## config.mk

```make
export PLATFORM = sky130hd
export DESIGN_NAME = msc_top
export DESIGN_NICKNAME = d
export VERILOG_FILES = /design/src/msc_pkg.sv /design/src/msc_top.sv
export SDC_FILE = /design/constraint.sdc
export NUM_CORES = 1
export LEC_CHECK = 0
export ABC_AREA = 1
export BUFFER_PORTS_ARGS = -buffer_cell sky130_fd_sc_hd__buf_2
export CORE_UTILIZATION = 45
export CTS_CLUSTER_SIZE = 14
export DETAILED_ROUTE_END_ITERATION = 7
export PLACE_DENSITY = 0.66
export SYNTH_ARGS = -nofsm -noshare
export SYNTH_HDL_FRONTEND = slang
export SYNTH_SLANG_ARGS = --single-unit
```

## constraint.sdc

```tcl
create_clock -name i_clk -period 2.1 [get_ports i_clk]
set_clock_uncertainty 0.15 [all_clocks]
set_input_delay 0.21 -clock i_clk [delete_from_list [all_inputs] [get_ports i_clk]]
set_output_delay 0.21 -clock i_clk [all_outputs]
set_load 0.02 [all_outputs]
```

## src/msc_pkg.sv

```systemverilog
// Purpose: constants and pin synchroniser for module sideband control
// Assumes: single 20 MHz clock, synchronous active-low reset
// Notes: the synchroniser also yields one-cycle edge pulses
//
// Notes on behaviour
// - serial bus answered only while selected
// - long reset pulse restores all defaults except the map pointer
// - completion: interrupt with not-ready flag clear
// - power-up posts completion interrupt unprompted
// - low-power input limits module power
// - module grounds presence line when inserted
// - open-collector interrupt pulled low on events
// - fully functional within 2000 ms
`timescale 1ns/1ns
package msc_pkg;
  // ****************************************************
  // timing
  // ****************************************************
  localparam int CLK_HZ = 20_000_000;
  localparam int INIT_TIME_MS = 2000;
  localparam int INIT_CYCLES = INIT_TIME_MS * (CLK_HZ / 1000);
  localparam int INIT_CNT_W = 26;
  localparam int RESET_MIN_CYCLES = 16;
  localparam int RESET_CNT_W = 16;
  // ****************************************************
  // serial bus and memory map
  // ****************************************************
  localparam logic [6:0] DEV_ADDR = 7'h50;
  localparam logic [7:0] MAP_STATUS = 8'h00;
  localparam logic [7:0] MAP_CONTROL = 8'h01;
  localparam logic [7:0] MAP_IDENT = 8'h02;
  localparam int STAT_NOT_READY_BIT = 0;
  localparam int STAT_INT_BIT = 1;
  localparam int CTRL_FORCE_LP_BIT = 0;
  localparam logic [7:0] CTRL_RESET = 8'h00;
  // arbitrary identity value
  localparam logic [7:0] IDENT_VALUE = 8'h5a;
  localparam logic [3:0] BITS_PER_BYTE = 4'h8;
  typedef enum logic [2:0] {
    ST_IDLE, ST_ADDR, ST_ADDR_ACK, ST_WR_BYTE, ST_WR_ACK,
    ST_RD_BYTE, ST_RD_ACK
  } msc_state_t;
endpackage

module msc_sync #(
  parameter int W = 1
) (
  input wire logic i_clk,
  input wire logic i_rst_n,
  input wire logic [W-1:0] i_async,
  input wire logic [W-1:0] i_init,
  output logic [W-1:0] o_level,
  output logic [W-1:0] o_rise,
  output logic [W-1:0] o_fall
);
  logic [W-1:0] meta_q;
  logic [W-1:0] sync_q;
  logic [W-1:0] prev_q;

  always_ff @(posedge i_clk) begin
    if (!i_rst_n) begin
      meta_q <= i_init;
      sync_q <= i_init;
      prev_q <= i_init;
    end else begin
      meta_q <= i_async;
      sync_q <= meta_q;
      prev_q <= sync_q;
    end
  end

  assign o_level = sync_q;
  assign o_rise = sync_q & ~prev_q;
  assign o_fall = ~sync_q & prev_q;
endmodule

```

## src/msc_top.sv

```systemverilog
// Purpose: module-side sideband control: select, reset, low power,
//          presence, interrupt and a small two-wire map
// Assumes: i_rst_n low models power-up; pins are asynchronous
// Notes: open-drain pins split into output and output enable
`timescale 1ns/1ns
module msc_top #(
  parameter int P_INIT_CYCLES = msc_pkg::INIT_CYCLES,
  parameter int P_RESET_MIN_CYCLES = msc_pkg::RESET_MIN_CYCLES,
  parameter logic [6:0] P_DEV_ADDR = msc_pkg::DEV_ADDR
) (
  input wire logic i_clk,
  input wire logic i_rst_n,
  input wire logic i_module_select_n,
  input wire logic i_module_reset_n,
  input wire logic i_low_power_select,
  input wire logic i_scl,
  input wire logic i_sda,
  output logic o_sda_o,
  output logic o_sda_oe,
  output logic o_interrupt_n_o,
  output logic o_interrupt_n_oe,
  output logic o_module_present_n,
  output logic o_data_not_ready,
  output logic o_high_power_en
);
  import msc_pkg::*;

  // ****************************************************
  // pin synchronisers
  // ****************************************************
  logic [4:0] pin_lvl;
  logic [4:0] pin_rise;
  logic [4:0] pin_fall;

  msc_sync #(.W(5)) u_sync (
    .i_clk(i_clk),
    .i_rst_n(i_rst_n),
    .i_async({i_module_select_n, i_module_reset_n, i_low_power_select,
              i_scl, i_sda}),
    .i_init(5'h1b),
    .o_level(pin_lvl),
    .o_rise(pin_rise),
    .o_fall(pin_fall)
  );

  wire sel_n = pin_lvl[4];
  wire mrst_n = pin_lvl[3];
  wire lp_sel = pin_lvl[2];
  wire scl = pin_lvl[1];
  wire sda = pin_lvl[0];
  wire scl_rise = pin_rise[1];
  wire scl_fall = pin_fall[1];
  wire bus_start = scl & pin_fall[0];
  wire bus_stop = scl & pin_rise[0];

  // ****************************************************
  // reset qualification and initialisation
  // ****************************************************
  logic [RESET_CNT_W-1:0] rcnt_q;
  logic mreset_q;
  logic [INIT_CNT_W-1:0] icnt_q;
  logic dnr_q;
  logic intr_q;
  logic stat_rd;
  logic ctrl_we;
  logic [7:0] ctrl_q;
  logic [7:0] wdata;

  wire rst_long = (rcnt_q >= RESET_CNT_W'(P_RESET_MIN_CYCLES - 1));
  wire init_done = dnr_q & ~mreset_q &
                   (icnt_q == INIT_CNT_W'(P_INIT_CYCLES - 1));

  always_ff @(posedge i_clk) begin
    if (!i_rst_n || mrst_n) begin
      rcnt_q <= '0;
    end else if (!rst_long) begin
      rcnt_q <= rcnt_q + 1'b1;
    end
  end

  always_ff @(posedge i_clk) begin
    if (!i_rst_n) begin
      mreset_q <= 1'b0;
    end else begin
      mreset_q <= ~mrst_n & rst_long;
    end
  end

  always_ff @(posedge i_clk) begin
    if (!i_rst_n || mreset_q || !dnr_q) begin
      icnt_q <= '0;
    end else begin
      icnt_q <= icnt_q + 1'b1;
    end
  end

  always_ff @(posedge i_clk) begin
    if (!i_rst_n || mreset_q) begin
      dnr_q <= 1'b1;
    end else if (init_done) begin
      dnr_q <= 1'b0;
    end
  end

  always_ff @(posedge i_clk) begin
    if (!i_rst_n || mreset_q) begin
      intr_q <= 1'b0;
    end else if (init_done) begin
      intr_q <= 1'b1;
    end else if (stat_rd) begin
      intr_q <= 1'b0;
    end
  end

  always_ff @(posedge i_clk) begin
    if (!i_rst_n || mreset_q) begin
      ctrl_q <= CTRL_RESET;
    end else if (ctrl_we) begin
      ctrl_q <= wdata;
    end
  end

  // ****************************************************
  // two-wire slave
  // ****************************************************
  msc_state_t st_q, st_d;
  logic [3:0] cnt_q, cnt_d;
  logic [7:0] sh_q, sh_d;
  logic [7:0] ptr_q, ptr_d;
  logic oe_q, oe_d;
  logic out_q, out_d;
  logic rw_q, rw_d;
  logic first_q, first_d;

  wire [7:0] status_byte = 8'(({7'h00, intr_q} << STAT_INT_BIT) |
                              ({7'h00, dnr_q} << STAT_NOT_READY_BIT));
  wire [7:0] map_rd = (ptr_q == MAP_STATUS) ? status_byte :
                      (ptr_q == MAP_CONTROL) ? ctrl_q :
                      (ptr_q == MAP_IDENT) ? IDENT_VALUE : 8'h00;
  wire byte_done = (cnt_q == BITS_PER_BYTE);
  wire addr_hit = (sh_q[7:1] == P_DEV_ADDR);
  wire bus_ok = ~sel_n & ~mreset_q;

  always_comb begin
    st_d = st_q;
    cnt_d = cnt_q;
    sh_d = sh_q;
    ptr_d = ptr_q;
    oe_d = oe_q;
    out_d = out_q;
    rw_d = rw_q;
    first_d = first_q;
    stat_rd = 1'b0;
    ctrl_we = 1'b0;
    wdata = sh_q;
    if (!bus_ok || bus_stop) begin
      st_d = ST_IDLE;
      oe_d = 1'b0;
    end else if (bus_start) begin
      st_d = ST_ADDR;
      cnt_d = 4'h0;
      oe_d = 1'b0;
    end else begin
      unique case (st_q)
        ST_IDLE: begin
        end
        ST_ADDR, ST_WR_BYTE: begin
          if (scl_rise) begin
            sh_d = {sh_q[6:0], sda};
            cnt_d = cnt_q + 4'h1;
          end else if (scl_fall && byte_done) begin
            out_d = 1'b0;
            if (st_q == ST_ADDR) begin
              oe_d = addr_hit;
              rw_d = sh_q[0];
              st_d = addr_hit ? ST_ADDR_ACK : ST_IDLE;
            end else begin
              oe_d = 1'b1;
              st_d = ST_WR_ACK;
              first_d = 1'b0;
              if (first_q) begin
                ptr_d = sh_q;
              end else begin
                ctrl_we = (ptr_q == MAP_CONTROL);
                ptr_d = ptr_q + 8'h01;
              end
            end
          end
        end
        ST_ADDR_ACK, ST_RD_ACK: begin
          if (scl_rise && st_q == ST_RD_ACK && sda) begin
            st_d = ST_IDLE;
          end else if (scl_fall) begin
            if (rw_q) begin
              sh_d = {map_rd[6:0], 1'b0};
              out_d = map_rd[7];
              oe_d = 1'b1;
              cnt_d = 4'h1;
              stat_rd = (ptr_q == MAP_STATUS);
              st_d = ST_RD_BYTE;
            end else begin
              oe_d = 1'b0;
              cnt_d = 4'h0;
              first_d = 1'b1;
              st_d = ST_WR_BYTE;
            end
          end
        end
        ST_WR_ACK: begin
          if (scl_fall) begin
            oe_d = 1'b0;
            cnt_d = 4'h0;
            st_d = ST_WR_BYTE;
          end
        end
        ST_RD_BYTE: begin
          if (scl_fall) begin
            if (byte_done) begin
              oe_d = 1'b0;
              ptr_d = ptr_q + 8'h01;
              st_d = ST_RD_ACK;
            end else begin
              out_d = sh_q[7];
              sh_d = {sh_q[6:0], 1'b0};
              cnt_d = cnt_q + 4'h1;
            end
          end
        end
      endcase
    end
  end

  always_ff @(posedge i_clk) begin
    if (!i_rst_n) begin
      st_q <= ST_IDLE;
      cnt_q <= 4'h0;
      sh_q <= 8'h00;
      ptr_q <= 8'h00;
      oe_q <= 1'b0;
      out_q <= 1'b1;
      rw_q <= 1'b0;
      first_q <= 1'b0;
    end else begin
      st_q <= st_d;
      cnt_q <= cnt_d;
      sh_q <= sh_d;
      ptr_q <= ptr_d;
      oe_q <= oe_d;
      out_q <= out_d;
      rw_q <= rw_d;
      first_q <= first_d;
    end
  end

  // ****************************************************
  // power limit and pins
  // ****************************************************
  logic hp_q;

  always_ff @(posedge i_clk) begin
    if (!i_rst_n) begin
      hp_q <= 1'b0;
    end else begin
      hp_q <= ~lp_sel & ~ctrl_q[CTRL_FORCE_LP_BIT] & ~dnr_q;
    end
  end

  assign o_sda_o = 1'b0;
  assign o_sda_oe = oe_q & ~out_q;
  assign o_interrupt_n_o = 1'b0;
  assign o_interrupt_n_oe = intr_q;
  assign o_module_present_n = 1'b0;
  assign o_data_not_ready = dnr_q;
  assign o_high_power_en = hp_q;
endmodule

```

==> results of run 1 <==
[final cells by class]
| cell class | instances | area share |
|---|---|---|
| Multi-Input combinational cell | 510 | 0.4678 |
| Tap cell | 136 | 0.03261 |
| Timing Repair Buffer | 24 | 0.03213 |
| Inverter | 98 | 0.07097 |
| Sequential cell | 93 | 0.3567 |
| Clock inverter | 6 | 0.01534 |
| Clock buffer | 10 | 0.02445 |
[power by group]
| group | switching (uW) | internal [uW] |
|---|---|---|
| Sequential | 8.93 | 1780 |
| Combinational | 73.8 | 41.3 |
| Clock | 666 | 576 |
[synth_stat cells, drive strengths merged, types with 8 or more instances]
| cell type | count |
|---|---|
| buf | 10 |
| o21ai | 43 |
| ha | 8 |
| inv | 97 |
| nand3 | 41 |
| a21oi | 29 |
| or2 | 8 |
| nor2 | 152 |
| nand4 | 19 |
| nand2 | 159 |
| dfxtp | 93 |
| nor3 | 16 |
[sequential cells by signal, summed over array words and instances, names as in the netlist, 2 cells and up]
| signal | flops |
|---|---|
| sh_q | 8 |
| rcnt_q | 16 |
| ptr_q | 8 |
| icnt_q | 26 |
| u_sync.prev_q | 2 |
| u_sync.o_level | 5 |
| ctrl_q | 8 |
| st_q | 3 |
| u_sync.meta_q | 5 |
| cnt_q | 4 |
[critical path, cell delays in order, from the launching register on]
cell and delay (ps):
dfxtp_1 360, nand2_1 140, nor2_1 60, nor2_2 210, inv_1 160, nor3b_2 300
nand2_1 190, nor2_1 160, nor2_1 60
[worst max path at each step]
stage / endpoint / slack, ps / cells past startpoint
6_report: ctrl_q[5]$_SDFFE_PP0P_ / 200 / 8
5_1_grt: ptr_q[2]$_SDFFE_PN0P_ / 10 / 12
4_1_cts: st_q[0]$_SDFFE_PP0P_ / 140 / 11
3_5_place_dp: st_q[0]$_SDFFE_PP0P_ / 170 / 11
3_3_place_gp: st_q[0]$_SDFFE_PP0P_ / 220 / 11
2_1_floorplan: icnt_q[22]$_SDFF_PP0_ / 390 / 8
[per-layer routing]
layer / wire length, um / global-route usage
met1: 4933 / 0.2513
met2: 4780 / 0.3453
met3: 537 / 0.04554
met4: 149 / 0.06740
met5: 0 / 0
[placed cells by master (no fill, tap or decap), drive strengths merged]
cell type | Yosys | routed
nor4 | 2 | 2
ha | 8 | 8
dlygate4sd3 | 0 | 5
and3 | 1 | 1
a21oi | 29 | 29
xnor2 | 5 | 5
or2 | 8 | 8
nand4 | 19 | 19
bufinv | 0 | 1
clkinv | 1 | 3
nor2 | 152 | 152
buf | 10 | 19
o21ai | 43 | 43
and2 | 1 | 1
o22ai | 1 | 1
o21a | 1 | 1
conb | 1 | 3
nand3 | 41 | 41
a211oi | 1 | 1
o21bai | 5 | 5
nor3 | 16 | 16
clkbuf | 5 | 10
nor3b | 5 | 5
o211ai | 1 | 1
dfxtp | 93 | 93
nand3b | 4 | 4
nand2 | 159 | 160
inv | 97 | 100
xor2 | 4 | 4
[what timing repair did]
| item | CTS | global route |
|---|---|---|
| hold buffers | 5 | 0 |
| hold endpoints to repair | 5 | 0 |
| endpoints found under the setup margin | 0 | 16 |
| resized for setup | 0 | 5 |
[per-stage QoR]
| step | utilization | cells | hold WS, ps |
|---|---|---|---|
| 5_1_grt | 0.5078 | 877 | 88.36 |
| 3_3_place_gp | 0.4806 | 855 | 225.2 |
| 6_report | 0.5078 | 877 | 72.74 |
| 2_1_floorplan | - | 715 | 157.6 |
| 4_1_cts | 0.5057 | 876 | 57.92 |
| 3_5_place_dp | 0.4806 | 855 | 247.2 |
[cell families after synthesis]
group / synth area share
buf+inv: 0.09863
other cells: 0.0007904
simple gates: 0.3797
xor+xnor: 0.01661
compound gates: 0.09072
fa+ha+maj: 0.02110
flops: 0.3924
==> impl_metrics.py, run 1 <==
metrics = {
    "routing": {
        "drt_wl_total_um": 10400,
        "drt_iter0_drc": 252,
        "drcViolationCount": 0,
        "first_pass_iters": 5,
        "route.antenna.remaining_nets": 0,
        "wl_per_cell_um": 11.86,
        "via_count": 4347,
        "via_per_inst": 4.957,
    },
    "synthesis": {
        "synth.area.top_cells": "dfxtp_1 (39%), nand2_1 (12%), nor2_1 (11%)",
        "postSynth.asyncResetShare": 0,
        "yosys.area.top_type_share": 0.3924,
        "syn-mean-instance-area_um2": 6.654,
        "synth_cell_type_count": 38,
        "postSynthRegisterBits": 93,
        "synthFlopType": "dfxtp_1",
        "yosysWarnings": 0,
        "synth_top_area_cell": "dfxtp_1",
        "yosysSeqAreaShare": 0.3924,
        "syn-cell-area_um2": 4745,
        "synth-edff-count": 0,
        "netlist_instances": 713,
    },
    "layout": {
        "regArea_um2": 1862,
        "layout-drive-gt1-share": 0.09717,
        "fin_area_um2": 5219,
        "num-fill-cells": 1065,
        "nets": 751,
        "diodes": 0,
        "multi_input_area_um2": 2441,
        "syn2layout_area_growth_pct": 9.995,
    },
    "cts": {
        "cts_tree": "built",
        "cts.clk_slew.worst_paths_ps": 90,
        "clkSinkCount": 93,
        "cts_buffer_depth": 2,
        "clk_latency_ps": 360,
        "post_cts_buffers": 0,
        "numCtsBuffers": 9,
        "htreeDepth": 3,
        "cts-root-buf": "clkbuf_8",
    },
    "setup_path": {
        "arrival_ps": 2010,
        "reg2reg_from": "u_sync.o_level[1]$_SDFF_PN1_",
        "worstPathMaxFanout": 5,
        "crit_type": "flop to flop",
        "crit_path_start_kind": "flop",
        "cp_data_required_time_ps": 2210,
        "end_kind": "flop",
        "crit_start": "u_sync.o_level[1]$_SDFF_PN1_",
        "worst-r2r-cell-count": 8,
        "r2r_slack_ps": 200,
        "reg2reg_to": "ctrl_q[5]$_SDFFE_PP0P_",
    },
    "die": {
        "fp-row-count": 37,
        "die_w_um": 104.7,
        "die_area_um2": 10960,
        "die_y_um": 104.7,
        "num_io_pins": 14,
        "start_util": 0.4617,
        "core_um2": 10280,
    },
    "timing": {
        "setup_ws_ps": 200.4,
        "finalCriticalPeriod_ps": 1900,
        "hold_violations": 0,
        "rsz0062_at_grt": "false",
        "setup_tns_ps": 0,
        "fmaxAchievable_ghz": 0.5264,
        "post-route-period-util": 0.9046,
        "setup_viol": 0,
        "slew_violations": 0,
    },
    "job": {
        "cap_violations": 0,
    },
    "placed_design": {
        "port_buffers": 10,
        "place_ws_ps": 165.8,
        "gp_congestion": 0.9028,
        "dpl.hpwl_um": 7744,
        "placed_cell_area_um2": 4940,
    },
    "min_path": {
        "hold_path_end": "o_data_not_ready$_SDFFE_PP1P_",
        "worstHoldPathType": "input pin to flop",
        "hp-start": "i_rst_n",
        "whs_path_depth": 4,
    },
    "global_routing": {
        "grt_pass1_vias": 4186,
        "grt_pass1_wl_um": 18220,
        "gr-total-overflow": 0,
        "antenna_found_initial": 0,
        "gr-usage-all-layers": 0.2024,
        "grt_max_degree": 22,
    },
    "status": {
        "status": "completed",
    },
    "power": {
        "power_uw": 3145,
        "powerDensity_nw_per_um2": 602.5,
        "irDropWorstVdd_mv": 0.5132,
        "p_leak_uw": 0.002233,
    },
}
(Power assumes the default switching activity.)
==> run 2: changes to the inputs <==
- CELL_PAD_IN_SITES_DETAIL_PLACEMENT: not set -> 1
- CELL_PAD_IN_SITES_GLOBAL_PLACEMENT: not set -> 2
- CORE_UTILIZATION: 45 -> 35
- GPL_TIMING_DRIVEN: not set -> 0
- PLACE_DENSITY: 0.66 -> 0.84
==> run 2 against run 1 <==
Effect of this change:
- routed wire length increased by 28%
- sequential share of layout area down 1.3 points
- worst hold slack improved by 49 ps
- critical endpoint is now ctrl_q[1]$_SDFFE_PP0P_
- largest cell class unchanged
- highest routed layer unchanged
==> impl_metrics.py, run 2 (synthesized netlist as in run 1, its figures left out) <==
metrics = {
    "routing": {
        "drt_wl_total_um": 13270,
        "via_count": 4493,
        "drcViolationCount": 0,
        "wl_per_cell_um": 14.36,
        "first_pass_iters": 4,
        "route.antenna.remaining_nets": 0,
        "drt_iter0_drc": 218,
        "via_per_inst": 4.863,
    },
    "power": {
        "switching_share": 0.2418,
        "power_uw": 3495,
        "combPwrFrac": 0.037,
        "net-switching-power_uw": 844.9,
        "irDropWorstVdd_mv": 0.5656,
        "p_leak_uw": 0.002315,
        "powerDensity_nw_per_um2": 643.7,
        "pwr-share-clk": 0.451,
        "power_frac_seq": 0.512,
        "internal-power_uw": 2650,
    },
    "layout": {
        "final_cell_mix": "nand2_1 (150), nor2_1 (140), inv_1 (91), dfxtp_1 (91), o21ai_0 (40)",
        "largest_reg_flops": 26,
        "layout-drive-gt1-share": 0.1083,
        "top_regs": "icnt_q x26, rcnt_q x16",
        "fin_cells": 924,
        "diodes": 0,
        "nets": 758,
        "layout_commonest_cell": "nand2_1",
        "largest-register": "icnt_q",
        "syn2layout_area_growth_pct": 14.43,
    },
    "die": {
        "die_w_um": 118.4,
        "core_um2": 13240,
        "start_util": 0.3583,
        "die_area_um2": 14030,
        "die_y_um": 118.4,
        "fp-row-count": 42,
        "num_io_pins": 14,
    },
    "cts": {
        "clkSinkCount": 93,
        "htreeDepth": 3,
        "cts-root-buf": "clkbuf_16",
        "cts.clk_slew.worst_paths_ps": 70,
        "post_cts_buffers": 0,
        "numCtsBuffers": 9,
        "cts_buffer_depth": 2,
        "clk_latency_ps": 350,
        "cts_tree": "built",
    },
    "timing": {
        "slew_headroom": 0.6210,
        "holdWs_ps": 121.7,
        "setup_viol": 0,
        "fmaxAchievable_ghz": 0.5136,
        "post-route-period-util": 0.9271,
        "slew_violations": 0,
        "finalCriticalPeriod_ps": 1947,
        "worst_pin_slew_ps": 568.5,
        "hold_violations": 0,
    },
    "global_routing": {
        "gr-total-overflow": 0,
        "grt_pass1_wl_um": 22470,
        "grt_max_degree": 18,
        "grt_pass1_vias": 4654,
        "antenna_found_initial": 0,
        "gr-usage-all-layers": 0.2017,
    },
    "placed_design": {
        "gp_congestion": 0.8800,
        "dpl.hpwl_um": 10100,
        "port_buffers": 10,
        "post-place-cells": 901,
    },
    "setup_path": {
        "end_kind": "flop",
        "crit_type": "flop to flop",
        "crit_path_start_kind": "flop",
        "cp_data_required_time_ps": 2200,
        "cp_slowest_stage_delay_ps": 360,
        "arrival_ps": 2050,
        "slowest_stage": "dfxtp_1",
        "cp_cell_sequence": "nand2_1 > nor2_1 > nor2_2 > inv_1 > nor3b_4 > nand2_1 > o21bai_1 > nor2_1",
        "worstPathMaxFanout": 5,
    },
    "min_path": {
        "worstHoldPathType": "input pin to flop",
    },
    "job": {
        "cap_violations": 0,
    },
    "status": {
        "status": "completed",
    },
}
run 2: area by class of cell:
class / count / area, um^2
fill: 1738 / 7814
multi-input combinational: 510 / 2484
sequential: 93 / 1864
inverter: 98 / 370.4
clock buffer: 10 / 229.0
tap: 176 / 220.2
timing repair buffer: 16 / 110.1
buffer: 15 / 100.1
clock inverter: 6 / 51.30
run 2: timing repair:
action,in CTS,in global routing
hold endpoints to repair,6,0
endpoints found under the setup margin,1,21
pin swaps,0,2
gates cloned,0,1
hold buffers,6,0
gates resized for setup,1,17
run 2: path summary, 6_finish.rpt:
| check | end | depth (start not counted) | from | slack, ps |
|---|---|---|---|---|
| max reg2reg | ctrl_q[1]$_SDFFE_PP0P_ | 8 | u_sync.o_level[1]$_SDFF_PN1_ | 150 |
| min | u_sync.prev_q[1]$_SDFF_PN1_ | 3 | i_rst_n | 120 |
| max | ctrl_q[1]$_SDFFE_PP0P_ | 8 | u_sync.o_level[1]$_SDFF_PN1_ | 150 |
| min reg2reg | o_high_power_en$_SDFF_PN0_ | 1 | u_sync.o_level[2]$_SDFF_PN0_ | 240 |
run 2: stage by stage:
step / setup slack, ps / util / cell area [um^2] / TNS (ps)
2_1_floorplan: 390.1 / - / 4752 / 0
3_3_place_gp: -71.21 / 0.3793 / 5022 / -447.4
3_5_place_dp: -105.8 / 0.3793 / 5022 / -674.4
4_1_cts: 20.21 / 0.4051 / 5365 / 0
5_1_grt: -12.36 / 0.4100 / 5429 / -12.36
6_report: 153.1 / 0.4100 / 5429 / 0
run 2: power groups by stage:
| stage | logic (uW) | clock network, uW | registers [uW] |
|---|---|---|---|
| finish | 130 | 1580 | 1790 |
| global route | 147 | 1690 | 1790 |
| CTS | 129 | 1640 | 1790 |
| detailed placement | 119 | 0 | 1830 |
| global placement | 116 | 0 | 1830 |
| floorplan | 83.0 | 0 | 1830 |
run 2: worst max-delay path, delay by kind of cell (launching register included):
kind	cells	cell delay, ps
buf+inv	1	200
compound gates	1	170
simple gates	6	960
flops	1	360
run 2: routing by layer:
metal  GRT usage  vias to the layer above  routed length (um)
li1            -                     2308                   -
met1      0.2518                     2130                6199
met2      0.3537                       44                6515
met3     0.03620                       11                 385
met4     0.05775                        0                 169
met5           0                        -                   0
==> run 3: changes to the inputs <==
- REMOVE_ABC_BUFFERS: not set -> 1
==> run 3 against run 2 <==
Effect of this change:
- highest routed layer unchanged
- worst hold slack lost 9.9 ps
- combinational power shrank 9%
- sequential cell count is the same
- first-iteration DRC count shrank 27%
- routed wire length shrank 4.9%
==> impl_metrics.py, run 3 (synthesized netlist as in run 1, its figures left out) <==
metrics = {
    "setup_path": {
        "cp_top_family": "simple AND/OR/NAND/NOR gates",
        "slowest_stage": "dfxtp_1",
        "worstPathMaxFanout": 6,
        "cp_data_required_time_ps": 2240,
        "cp_slowest_stage_delay_ps": 340,
        "reg2reg_from": "cnt_q[0]$_SDFFE_PN0P_",
        "end_kind": "flop",
        "crit_type": "flop to flop",
        "r2r_slack_ps": 150,
        "worst-r2r-cell-count": 10,
        "arrival_ps": 2090,
        "reg2reg_to": "ctrl_q[7]$_SDFFE_PP0P_",
        "cp_cell_sequence": "inv_1 > ha_1 > nand2_1 > nor2_4 > nand2_2 > nor3_2 > nand2_2 > inv_2 > nor2_1 > nor2_1",
        "crit_start": "cnt_q[0]$_SDFFE_PN0P_",
        "worst-path-buf-inv": 2,
        "crit_path_start_kind": "flop",
    },
    "global_routing": {
        "antenna_found_initial": 0,
        "grt_max_degree": 23,
        "grt_pass1_vias": 4449,
        "gr-total-overflow": 0,
        "gr-usage-all-layers": 0.1904,
        "grt_pass1_wl_um": 21230,
    },
    "placed_design": {
        "dpl.hpwl_um": 9331,
        "placed_cell_area_um2": 4922,
        "port_buffers": 10,
        "gp_congestion": 0.8044,
    },
    "routing": {
        "drt_iter0_drc": 159,
        "via_per_inst": 4.856,
        "drcViolationCount": 0,
        "drt_wl_total_um": 12620,
        "wl_per_cell_um": 13.90,
        "first_pass_iters": 4,
        "via_count": 4409,
        "route.antenna.remaining_nets": 0,
    },
    "power": {
        "p_leak_uw": 0.002230,
        "powerDensity_nw_per_um2": 666.7,
        "irDropWorstVdd_mv": 0.3909,
    },
    "layout": {
        "syn2layout_area_growth_pct": 12.45,
        "fin_area_um2": 5335,
        "nets": 742,
        "num-fill-cells": 1753,
        "final_cell_mix": "nand2_1 (149), nor2_1 (139), inv_1 (91), dfxtp_1 (91), o21ai_0 (41)",
        "largest_reg_flops": 26,
        "diodes": 0,
        "layout-drive-gt1-share": 0.09973,
        "top_regs": "icnt_q x26, rcnt_q x16",
        "largest-register": "icnt_q",
        "layout_commonest_cell": "nand2_1",
    },
    "timing": {
        "finalCriticalPeriod_ps": 1946,
        "hold_violations": 0,
        "setup_tns_ps": 0,
        "fmaxAchievable_ghz": 0.5138,
        "post-route-period-util": 0.9269,
        "slew_violations": 0,
        "setup_viol": 0,
    },
    "cts": {
        "clk_latency_ps": 360,
        "cts_buffer_depth": 2,
        "cts.clk_slew.worst_paths_ps": 70,
        "cts-root-buf": "clkbuf_16",
        "post_cts_buffers": 0,
        "htreeDepth": 3,
        "clkSinkCount": 93,
        "cts_tree": "built",
        "numCtsBuffers": 9,
    },
    "job": {
        "cap_violations": 0,
    },
    "die": {
        "fp-row-count": 42,
        "die_w_um": 118.4,
        "die_area_um2": 14030,
        "die_y_um": 118.4,
        "num_io_pins": 14,
        "start_util": 0.3583,
        "core_um2": 13240,
    },
    "status": {
        "status": "completed",
    },
    "min_path": {
        "whs_path_depth": 2,
        "hold_path_end": "u_sync.prev_q[1]$_SDFF_PN1_",
        "hp-start": "i_rst_n",
        "worstHoldPathType": "input pin to flop",
    },
}
run 3: cell count changes in the layout (fill, tap and decap cells not counted), moves of 3 or more:
cell      change
buf_2         -3
buf_4         -5
buf_6         -3
clkbuf_1      -6
run 3: how the worst max path moves through the flow:
| stage | cells past startpoint | endpoint |
|---|---|---|
| after global routing | 9 | st_q[2]$_SDFFE_PP0P_ |
| after detailed placement | 7 | icnt_q[12]$_SDFF_PP0_ |
| after floorplan | 8 | icnt_q[22]$_SDFF_PP0_ |
| final | 10 | ctrl_q[7]$_SDFFE_PP0P_ |
| after CTS | 14 | ptr_q[7]$_SDFFE_PN0P_ |
| after global placement | 7 | icnt_q[10]$_SDFF_PP0_ |
run 3: power breakdown:
part | switching [uW] | internal (uW) | leakage, uW
logic | 78.4 | 39.4 | 0.00134
registers | 9.25 | 1780 | 0.000753
clock network | 792 | 860 | 0.000142
total | 879 | 2680 | 0.00223
run 3: metrics by stage:
stage | util | power (uW) | worst slack [ps] | hold WS (ps) | instances
3_5_place_dp | 0.3717 | 1936 | -1119 | 253.9 | 886
6_report | 0.4029 | 3557 | 153.6 | 111.9 | 908
4_1_cts | 0.3985 | 3609 | 8.961 | 122.3 | 907
2_1_floorplan | - | 1898 | 380.8 | 129.0 | 700
5_1_grt | 0.4029 | 3694 | -2.561 | 130.0 | 908
3_3_place_gp | 0.3717 | 1932 | -1066 | 245.3 | 886
run 3: per-layer routing:
layer | share of wire | wire (um) | global-route usage | vias to the layer above
met5 | 0 | 0 | 0 | -
met4 | 0.017 | 212 | 0.07595 | 0
met3 | 0.020 | 249 | 0.03041 | 15
met2 | 0.46 | 5786 | 0.3184 | 36
met1 | 0.51 | 6376 | 0.2446 | 2082
li1 | - | - | - | 2276
run 3: timing repair:
| item | in CTS | in global routing |
|---|---|---|
| endpoints found under the setup margin | 30 | 37 |
| gates resized for setup | 5 | 16 |
| pin swaps | 0 | 1 |
| hold buffers | 5 | 0 |
| gates cloned | 0 | 1 |
| endpoints found under the hold margin | 5 | 0 |
run 3: final cells by class:
type / instances / area, um^2 / share of cell area
Clock buffer: 10 / 239.0 / 0.04479
Clock inverter: 6 / 53.80 / 0.01008
Timing Repair Buffer: 15 / 102.6 / 0.01923
Tap cell: 176 / 220.2 / 0.04128
Sequential cell: 93 / 1864 / 0.3494
Multi-Input combinational cell: 510 / 2477 / 0.4644
Inverter: 98 / 377.9 / 0.07083
